`config.mk`:
```
export PLATFORM = sky130hd
export DESIGN_NAME = emp_external_memory_port
export DESIGN_NICKNAME = d
export VERILOG_FILES = /design/src/hdl/emp_pkg.sv /design/src/hdl/emp_phase_timer.sv /design/src/hdl/emp_external_memory_port.sv
export SDC_FILE = /design/constraint.sdc
export NUM_CORES = 1
export LEC_CHECK = 0
export ABC_AREA = 1
export BUFFER_PORTS_ARGS = -buffer_cell sky130_fd_sc_hd__buf_4
export CORE_UTILIZATION = 29
export CTS_CLUSTER_DIAMETER = 30
export CTS_CLUSTER_SIZE = 20
export DETAILED_ROUTE_END_ITERATION = 16
export PLACE_DENSITY_LB_ADDON = 0.1
export RECOVER_POWER = 100
export SYNTH_ARGS = -nofsm -noshare
export SYNTH_HDL_FRONTEND = slang
export SYNTH_SLANG_ARGS = --single-unit
```
`constraint.sdc`:
```
create_clock -name mclk -period 5.6 [get_ports mclk]
set_clock_uncertainty 0.1 [all_clocks]
set_input_delay 0.56 -clock mclk [delete_from_list [all_inputs] [get_ports mclk]]
set_output_delay 0.56 -clock mclk [all_outputs]
set_load 0.02 [all_outputs]
```
`src/hdl/emp_pkg.sv`:
```
package emp_pkg;
  localparam int EMP_ADDR_W = 22;
  localparam int EMP_DATA_W = 32;
  localparam int EMP_PIN_A_W = 20;
  localparam int EMP_CNT_W = 6;
  localparam int EMP_NUM_CS = 4;
  localparam int EMP_CS_SEL_LSB = 20;
  localparam logic [1:0] EMP_CS_SDRAM = 2'h0;
  localparam logic [EMP_NUM_CS-1:0] EMP_CS_IS_SYNC = 4'h1;
  localparam logic [1:0] EMP_WIDTH_32 = 2'h0;
  localparam logic [1:0] EMP_WIDTH_16 = 2'h1;
  localparam logic [1:0] EMP_WIDTH_8 = 2'h2;
  localparam logic [3:0] EMP_SD_NOP = 4'h7;
  localparam logic [3:0] EMP_SD_ACT = 4'h3;
  localparam logic [3:0] EMP_SD_READ = 4'h5;
  localparam logic [3:0] EMP_SD_WRITE = 4'h4;
  localparam logic [3:0] EMP_SD_PRE = 4'h2;
  localparam logic [3:0] EMP_SD_DESEL = 4'hf;
  localparam logic [EMP_CNT_W-1:0] EMP_CNT_ONE = 6'h01;
  localparam logic [EMP_CNT_W-1:0] EMP_SD_TRCD = 6'h02;
  localparam logic [EMP_CNT_W-1:0] EMP_SD_TCAS = 6'h02;
  localparam logic [EMP_CNT_W-1:0] EMP_SD_TRP = 6'h02;
  localparam int EMP_SD_COL_W = 10;
  localparam int EMP_SD_ROW_W = 12;
endpackage

```
`src/hdl/emp_phase_timer.sv`:
```
`timescale 1ns/1ps
`default_nettype none
module emp_phase_timer
  import emp_pkg::*;
#(
  parameter int CNT_W = EMP_CNT_W
) (
  input wire logic mclk,
  input wire logic resetn,
  input wire logic load,
  input wire logic [CNT_W-1:0] length,
  output logic done
);
  logic [CNT_W-1:0] count_r;
  logic [CNT_W-1:0] len_eff;

  // A programmed zero still gives a one-cycle phase.
  assign len_eff = (length == '0) ? CNT_W'(1) : length;
  // Done must not look at load: the sequencer derives load from done.
  assign done = (count_r == CNT_W'(1));

  always_ff @(posedge mclk or negedge resetn) begin
    if (!resetn) begin
      count_r <= '0;
    end else if (load) begin
      count_r <= len_eff;
    end else if (count_r != '0) begin
      count_r <= count_r - CNT_W'(1);
    end
  end
endmodule // emp_phase_timer
`default_nettype wire

```
`src/hdl/emp_external_memory_port.sv`:
```
`timescale 1ns/1ps
`default_nettype none
module emp_external_memory_port
  import emp_pkg::*;
#(
  parameter int ADDR_W = EMP_ADDR_W,
  parameter int DATA_W = EMP_DATA_W,
  parameter int CNT_W = EMP_CNT_W
) (
  input wire logic mclk,
  input wire logic resetn,
  input wire logic host_req,
  input wire logic host_write,
  input wire logic [ADDR_W-1:0] host_addr,
  input wire logic [DATA_W-1:0] host_wdata,
  output logic host_ready,
  output logic host_rvalid,
  output logic [DATA_W-1:0] host_rdata,
  input wire logic [CNT_W-1:0] setup_len,
  input wire logic [CNT_W-1:0] strobe_len,
  input wire logic [CNT_W-1:0] hold_len,
  input wire logic strobe_on_select,
  input wire logic [1:0] async_width,
  output logic [EMP_NUM_CS-1:0] cs_n,
  output logic we_n,
  output logic oe_n,
  output logic rnw,
  output logic [EMP_PIN_A_W-1:0] addr_out,
  output logic bank_address_bit_one,
  output logic bank_address_bit_zero,
  output logic [DATA_W-1:0] data_out,
  output logic data_oe_n,
  input wire logic [DATA_W-1:0] data_in,
  output logic [3:0] sd_cmd,
  output logic sd_cke
);
  if (ADDR_W < EMP_CS_SEL_LSB + 2 || CNT_W < 2 || DATA_W != EMP_DATA_W) begin : g_bad_params
    $error("emp_external_memory_port: unsupported parameters");
  end

  typedef enum logic [7:0] {
    EMP_IDLE = 8'h01, EMP_SETUP = 8'h02, EMP_STROBE = 8'h04, EMP_HOLD = 8'h08,
    EMP_SD_ACTV = 8'h10, EMP_SD_ACC = 8'h20, EMP_SD_WAIT = 8'h40, EMP_SD_PREC = 8'h80
  } emp_state_e;

  emp_state_e state_r;
  emp_state_e state_nxt;
  logic [ADDR_W-1:0] addr_r;
  logic write_r;
  logic [1:0] cs_sel_r;
  logic [1:0] req_sel;
  logic timer_load;
  logic [CNT_W-1:0] timer_len;
  logic timer_done;
  logic take;
  logic same_window;
  logic [CNT_W-1:0] sd_cnt_r;
  logic [EMP_NUM_CS-1:0] cs_n_nxt;
  logic [EMP_PIN_A_W+1:0] async_pins;
  logic [1:0] cur_sel;
  logic [ADDR_W-1:0] addr_now;
  logic write_now;

  // Window decode is fixed in hardware; windows are 32-bit word ranges.
  assign req_sel = host_addr[EMP_CS_SEL_LSB +: 2];
  assign host_ready = (state_r == EMP_IDLE);
  assign take = host_req && host_ready;
  // A second access to an already selected window keeps its select low while strobe_on_select is clear.
  assign same_window = host_req && (req_sel == cs_sel_r);
  // Pins launched at the take edge must follow the new request, not the previous one.
  assign cur_sel = take ? req_sel : cs_sel_r;
  assign addr_now = take ? host_addr : addr_r;
  assign write_now = take ? host_write : write_r;

  always_comb begin
    timer_load = 1'b0;
    timer_len = setup_len;
    state_nxt = state_r;
    case (state_r)
      EMP_IDLE: begin
        if (take) begin
          if (EMP_CS_IS_SYNC[req_sel]) begin
            state_nxt = EMP_SD_ACTV;
          end else begin
            state_nxt = EMP_SETUP;
            timer_load = 1'b1;
          end
        end
      end
      EMP_SETUP: begin
        if (timer_done) begin
          state_nxt = EMP_STROBE;
          timer_load = 1'b1;
          timer_len = strobe_len;
        end
      end
      EMP_STROBE: begin
        if (timer_done) begin
          state_nxt = EMP_HOLD;
          timer_load = 1'b1;
          timer_len = hold_len;
        end
      end
      EMP_HOLD: begin
        if (timer_done) begin
          state_nxt = EMP_IDLE;
        end
      end
      EMP_SD_ACTV: begin
        if (sd_cnt_r == '0) begin
          state_nxt = EMP_SD_ACC;
        end
      end
      EMP_SD_ACC: begin
        state_nxt = EMP_SD_WAIT;
      end
      EMP_SD_WAIT: begin
        if (sd_cnt_r == '0) begin
          state_nxt = EMP_SD_PREC;
        end
      end
      EMP_SD_PREC: begin
        if (sd_cnt_r == '0) begin
          state_nxt = EMP_IDLE;
        end
      end
      default: begin
        state_nxt = EMP_IDLE;
      end
    endcase
  end

  emp_phase_timer #(.CNT_W(CNT_W)) u_timer (
    .mclk(mclk),
    .resetn(resetn),
    .load(timer_load),
    .length(timer_len),
    .done(timer_done)
  );

  always_ff @(posedge mclk or negedge resetn) begin
    if (!resetn) begin
      state_r <= EMP_IDLE;
    end else begin
      state_r <= state_nxt;
    end
  end

  always_ff @(posedge mclk or negedge resetn) begin
    if (!resetn) begin
      addr_r <= '0;
      write_r <= 1'b0;
      cs_sel_r <= EMP_CS_SDRAM;
      data_out <= '0;
    end else if (take) begin
      addr_r <= host_addr;
      write_r <= host_write;
      cs_sel_r <= req_sel;
      data_out <= host_wdata;
    end
  end

  // Fixed SDRAM command spacing, counted in controller cycles.
  always_ff @(posedge mclk or negedge resetn) begin
    if (!resetn) begin
      sd_cnt_r <= '0;
    end else if (take && EMP_CS_IS_SYNC[req_sel]) begin
      sd_cnt_r <= EMP_SD_TRCD - EMP_CNT_ONE;
    end else if (state_r == EMP_SD_ACC) begin
      sd_cnt_r <= write_r ? '0 : EMP_SD_TCAS - EMP_CNT_ONE;
    end else if (state_r == EMP_SD_WAIT && sd_cnt_r == '0) begin
      sd_cnt_r <= EMP_SD_TRP - EMP_CNT_ONE;
    end else if (sd_cnt_r != '0) begin
      sd_cnt_r <= sd_cnt_r - EMP_CNT_ONE;
    end
  end

  always_ff @(posedge mclk or negedge resetn) begin
    if (!resetn) begin
      sd_cmd <= EMP_SD_NOP;
    end else begin
      case (state_nxt)
        EMP_SD_ACTV: sd_cmd <= (state_r == EMP_IDLE) ? EMP_SD_ACT : EMP_SD_NOP;
        EMP_SD_ACC: sd_cmd <= write_r ? EMP_SD_WRITE : EMP_SD_READ;
        EMP_SD_PREC: sd_cmd <= (state_r == EMP_SD_WAIT) ? EMP_SD_PRE : EMP_SD_NOP;
        default: sd_cmd <= EMP_SD_NOP;
      endcase
    end
  end

  // Async pin word: narrow memories shift the word address down by one or two pins,
  // so the freed bank pins carry the lowest address bits.
  always_comb begin
    case (async_width)
      EMP_WIDTH_16: async_pins = {1'b0, addr_now[EMP_PIN_A_W-1:1], addr_now[0], 1'b0};
      EMP_WIDTH_8: async_pins = {2'h0, addr_now[EMP_PIN_A_W-1:2], addr_now[1:0]};
      default: async_pins = {addr_now[EMP_PIN_A_W-1:0], 2'h0};
    endcase
  end

  always_ff @(posedge mclk or negedge resetn) begin
    if (!resetn) begin
      addr_out <= '0;
      bank_address_bit_one <= 1'b0;
      bank_address_bit_zero <= 1'b0;
    end else if (state_nxt == EMP_SETUP) begin
      addr_out <= async_pins[EMP_PIN_A_W+1:2];
      bank_address_bit_one <= async_pins[1];
      bank_address_bit_zero <= async_pins[0];
    end else if (state_nxt == EMP_SD_ACTV && state_r == EMP_IDLE) begin
      addr_out <= EMP_PIN_A_W'(host_addr[EMP_SD_COL_W +: EMP_SD_ROW_W]);
      // Row and column use up the whole host address, so only bank zero is reachable.
      bank_address_bit_one <= 1'b0;
      bank_address_bit_zero <= 1'b0;
    end else if (state_nxt == EMP_SD_ACC) begin
      addr_out <= EMP_PIN_A_W'(addr_r[EMP_SD_COL_W-1:0]);
    end
  end

  always_ff @(posedge mclk or negedge resetn) begin
    if (!resetn) begin
      cs_n <= '1;
      we_n <= 1'b1;
      oe_n <= 1'b1;
      rnw <= 1'b1;
      data_oe_n <= 1'b1;
      sd_cke <= 1'b0;
    end else begin
      sd_cke <= 1'b1;
      cs_n <= cs_n_nxt;
      we_n <= !(state_nxt == EMP_STROBE && write_r);
      oe_n <= !(state_nxt == EMP_STROBE && !write_r);
      rnw <= (state_nxt == EMP_IDLE) ? 1'b1 : !write_now;
      data_oe_n <= !(write_now && state_nxt inside {EMP_SETUP, EMP_STROBE, EMP_HOLD});
    end
  end

  always_comb begin
    cs_n_nxt = '1;
    case (state_nxt)
      EMP_SETUP, EMP_HOLD: cs_n_nxt[cur_sel] = strobe_on_select;
      EMP_STROBE: cs_n_nxt[cur_sel] = 1'b0;
      EMP_SD_ACTV, EMP_SD_ACC, EMP_SD_WAIT, EMP_SD_PREC: cs_n_nxt[cur_sel] = 1'b0;
      default: begin
        // The SDRAM select stays low at idle; async selects release unless a same-window request waits with strobe_on_select clear.
        cs_n_nxt[EMP_CS_SDRAM] = 1'b0;
        if (same_window && !EMP_CS_IS_SYNC[cs_sel_r] && !strobe_on_select) begin
          cs_n_nxt[cs_sel_r] = 1'b0;
        end
      end
    endcase
    if (state_nxt inside {EMP_SETUP, EMP_STROBE, EMP_HOLD}) begin
      cs_n_nxt[EMP_CS_SDRAM] = 1'b1;
    end
  end

  always_ff @(posedge mclk or negedge resetn) begin
    if (!resetn) begin
      host_rdata <= '0;
      host_rvalid <= 1'b0;
    end else begin
      host_rvalid <= 1'b0;
      if (state_r == EMP_STROBE && timer_done && !write_r) begin
        host_rdata <= data_in;
        host_rvalid <= 1'b1;
      end else if (state_r == EMP_SD_WAIT && sd_cnt_r == '0 && !write_r) begin
        host_rdata <= data_in;
        host_rvalid <= 1'b1;
      end
    end
  end
endmodule // emp_external_memory_port
`default_nettype wire

```
==> flow_summary.toml <==
[status]
status = "finished, violations left"
violations = "max-capacitance violations, max-slew violations"

[synth]
ys_top_cells_by_area = "dfrtp_1 47%, nand2_1 16%, mux2_1 4.8%"
synth_warnings = 0
synth_edf_count = 0
yosysSeqAreaShare = 0.521
syn_area_per_cell_um2 = 8.84
yosysTopAreaCellShare = 0.475
synth_nets = 891
yosys_register_bits = 142
synth_flop_cell = "dfrtp_1"
yosys.area.top_type = "dfrtp_1"
async_reset_ff_frac = 1.00
synth.distinct_cells = 43
netlist_area_um2 = 6850
synth_cells = 775

[power]
power_switching_w = 0.00175
powerDensity_nw_per_um2 = 500
pwr-share-seq = 0.355
intPower_w = 0.00266
vdd_drop_max_v = 0.000189
share_comb_of_total_power = 0.359
p_clk_frac = 0.285
swShare = 0.397
power_leakage_nw = 4.48

[floorplan]
die_area_um2 = 24300
coreArea_um2 = 22900
rows = 55
die_w_um = 156
start_util = 0.299
fp.dieH_um = 156
ios = 212

[timing]
finalSetupViolCount = 0
holdWs_ns = 0.222
period_needed_ns = 3.91
tightest_slew_ns = 2.48
slew_violations = 209
hold_viol_final = 0
setup_tns_ns = 0
max_slew_margin = -0.653
post-route-period-util = 0.699
rsz0062_at_grt = "false"
timing.fmax_ghz = 0.256

[route]
detail-route-antenna-nets = 0
dr.first_iter.drc_count = 374
post-route-drc-count = 0
vias = 5795
via_per_inst = 4.43
postRouteWirelength_mm = 20.0
drt_first_pass_iters = 4
wl_per_cell_um = 15.3

[clock_tree]
cts-htree-levels = 4
cts.clk_slew.worst_paths_ns = 0.06
clk_path_buf_depth = 2
cts_buffers = 17
cts_tree = "yes"
clock-sinks = 142
cts_setup_buffers = 0
root_buffer = "clkbuf_16"
clk_latency_ns = 0.43

[hold_path]
hold_start = "host_wdata[21]"
hold_path.class = "in2reg"
whs_path_depth = 3
hold_end = "data_out[21]"

[setup_path]
r2r_slack_ns = 1.69
critPathArrivalTime_ns = 4.11
cp_max_fo = 33
ff2ff_path_depth = 8
crit_type = "reg2reg"
start_kind = "register"
worst_ep_required_time_ns = 5.80
crit_start = "u_timer.count_r[1]"
r2r_end = "host_rdata[2]"
reg2reg_from = "u_timer.count_r[1]"
endpoint_kind = "register"

[finish]
diodes = 0
final_common_cell = "nand2_1"
layout_common_cells = "300 x nand2_1, 130 x dfrtp_1, 109 x buf_4, 104 x clkbuf_1, 60 x inv_1"
layout-drive-gt1-share = 0.189
synthToLayoutAreaGrowth_pct = 28.8
layout.nets = 1100

[grt]
grt-ovfl-total = 0
grt_max_degree = 70
grt.busiest_layer = "met2"
grt_first_pass_wirelength_mm = 31.7
grt_pass1_vias = 5817
grt_antenna_before_repair = 0
grtUsageMet3 = 0.0383
groute.layer.met2.usage = 0.272
grt_usage = 0.170
grt.met1_usage = 0.225

[placed_design]
place_congestion = 0.778
dp_hpwl_mm = 14.2
port_buffers = 210

[job]
cap_violations = 4
## how the worst max path moves through the flow
stage                                to  slack [ns]
after CTS                   sd_cnt_r[1]        2.89
after floorplan             addr_out[5]        3.51
final                     host_rdata[2]        1.69
after detailed placement   addr_out[14]        2.87
after global routing      host_rdata[2]        1.35
after global placement     addr_out[14]        2.88
## power by group through the flow
| stage | clock network, W | logic (W) | registers, W |
|---|---|---|---|
| 6_report | 0.00126 | 0.00158 | 0.00157 |
| 5_1_grt | 0.00134 | 0.00179 | 0.00161 |
| 4_1_cts | 0.00131 | 0.00184 | 0.00158 |
| 3_5_place_dp | 0 | 0.00183 | 0.00159 |
| 3_3_place_gp | 0 | 0.00184 | 0.00160 |
| 2_1_floorplan | 0 | 0.000918 | 0.00180 |
## worst max-delay path, cell delays in order, from the launching register on
cell	delay, ns
dfrtp_1	0.38
inv_1	0.10
ha_1	0.24
nand2_1	0.07
nor2_1	0.64
nand2_2	0.21
o21ai_0	0.20
clkbuf_1	1.39
mux2_2	0.44
## flip-flops by register name, indices dropped and copies added (netlist names)
name                   flops
addr_out                  20
addr_r                    20
bank_address_bit_one       1
bank_address_bit_zero      1
cs_n                       4
cs_sel_r                   2
data_oe_n                  1
data_out                  32
host_rdata                32
host_rvalid                1
oe_n                       1
rnw                        1
sd_cke                     1
sd_cmd                     3
sd_cnt_r                   6
state_r                    8
u_timer.count_r            6
we_n                       1
write_r                    1
## kinds of logic after synthesis
logic type,after synthesis,share of synthesized area
simple gates,431,0.281
flops,142,0.521
buf+inv,92,0.0615
compound gates,64,0.0648
mux,32,0.0526
xor+xnor,7,0.00895
fa+ha+maj,5,0.00913
other cells,2,0.00110
## synth_stat cells, types with 2 or more instances
cell type and n:
nand3_2 2, nand4_1 17, xor2_1 4, nand2_1 296, nand2_2 7, nand3_1 53
nor2_4 7, nand2_4 3, conb_1 2, nor3_1 7, ha_1 5, mux2_2 3
inv_1 57, xnor2_1 3, clkbuf_1 2, buf_6 6, buf_2 13, a21oi_2 2
nor2_1 26, nor2_2 5, o211ai_1 8, nand3b_1 2, dfrtp_1 130, inv_2 9
o21ai_2 7, o21ai_0 17, o22ai_1 3, mux2_1 29, o21ai_1 12, o211ai_2 6
nor2_8 2, a21oi_1 5, buf_4 4, dfstp_2 12
## stage by stage
step	total power [W]	std cells	util	instance area (um^2)	worst slack (ns)
final	0.00441	1309	0.385	8830	1.69
after floorplan	0.00272	775	-	6850	3.51
after global routing	0.00474	1309	0.385	8830	1.35
after CTS	0.00472	1309	0.408	9350	2.89
after global placement	0.00343	1277	0.379	8690	2.88
after detailed placement	0.00342	1277	0.379	8690	2.87
## layer usage
metal / vias to the layer above / share of wire
met1: 2708 / 0.46
met5: - / 0
li1: 2907 / -
met4: 0 / 0.012
met2: 167 / 0.48
met3: 13 / 0.054
## final cells by class
cell class | count | area, um^2
clock buffers | 18 | 439
repair buffers | 216 | 1230
well taps | 313 | 392
inverters | 66 | 248
multi-input cells | 541 | 2740
flip-flops and latches | 142 | 3570
clock inverters | 13 | 210
fillers | 2468 | 14100
## repair_timing
item	CTS	global route
gates resized for setup	0	0
endpoints found under the hold margin	13	0
hold buffers	1	0
Note: power is estimated with default switching activity, not from simulation.
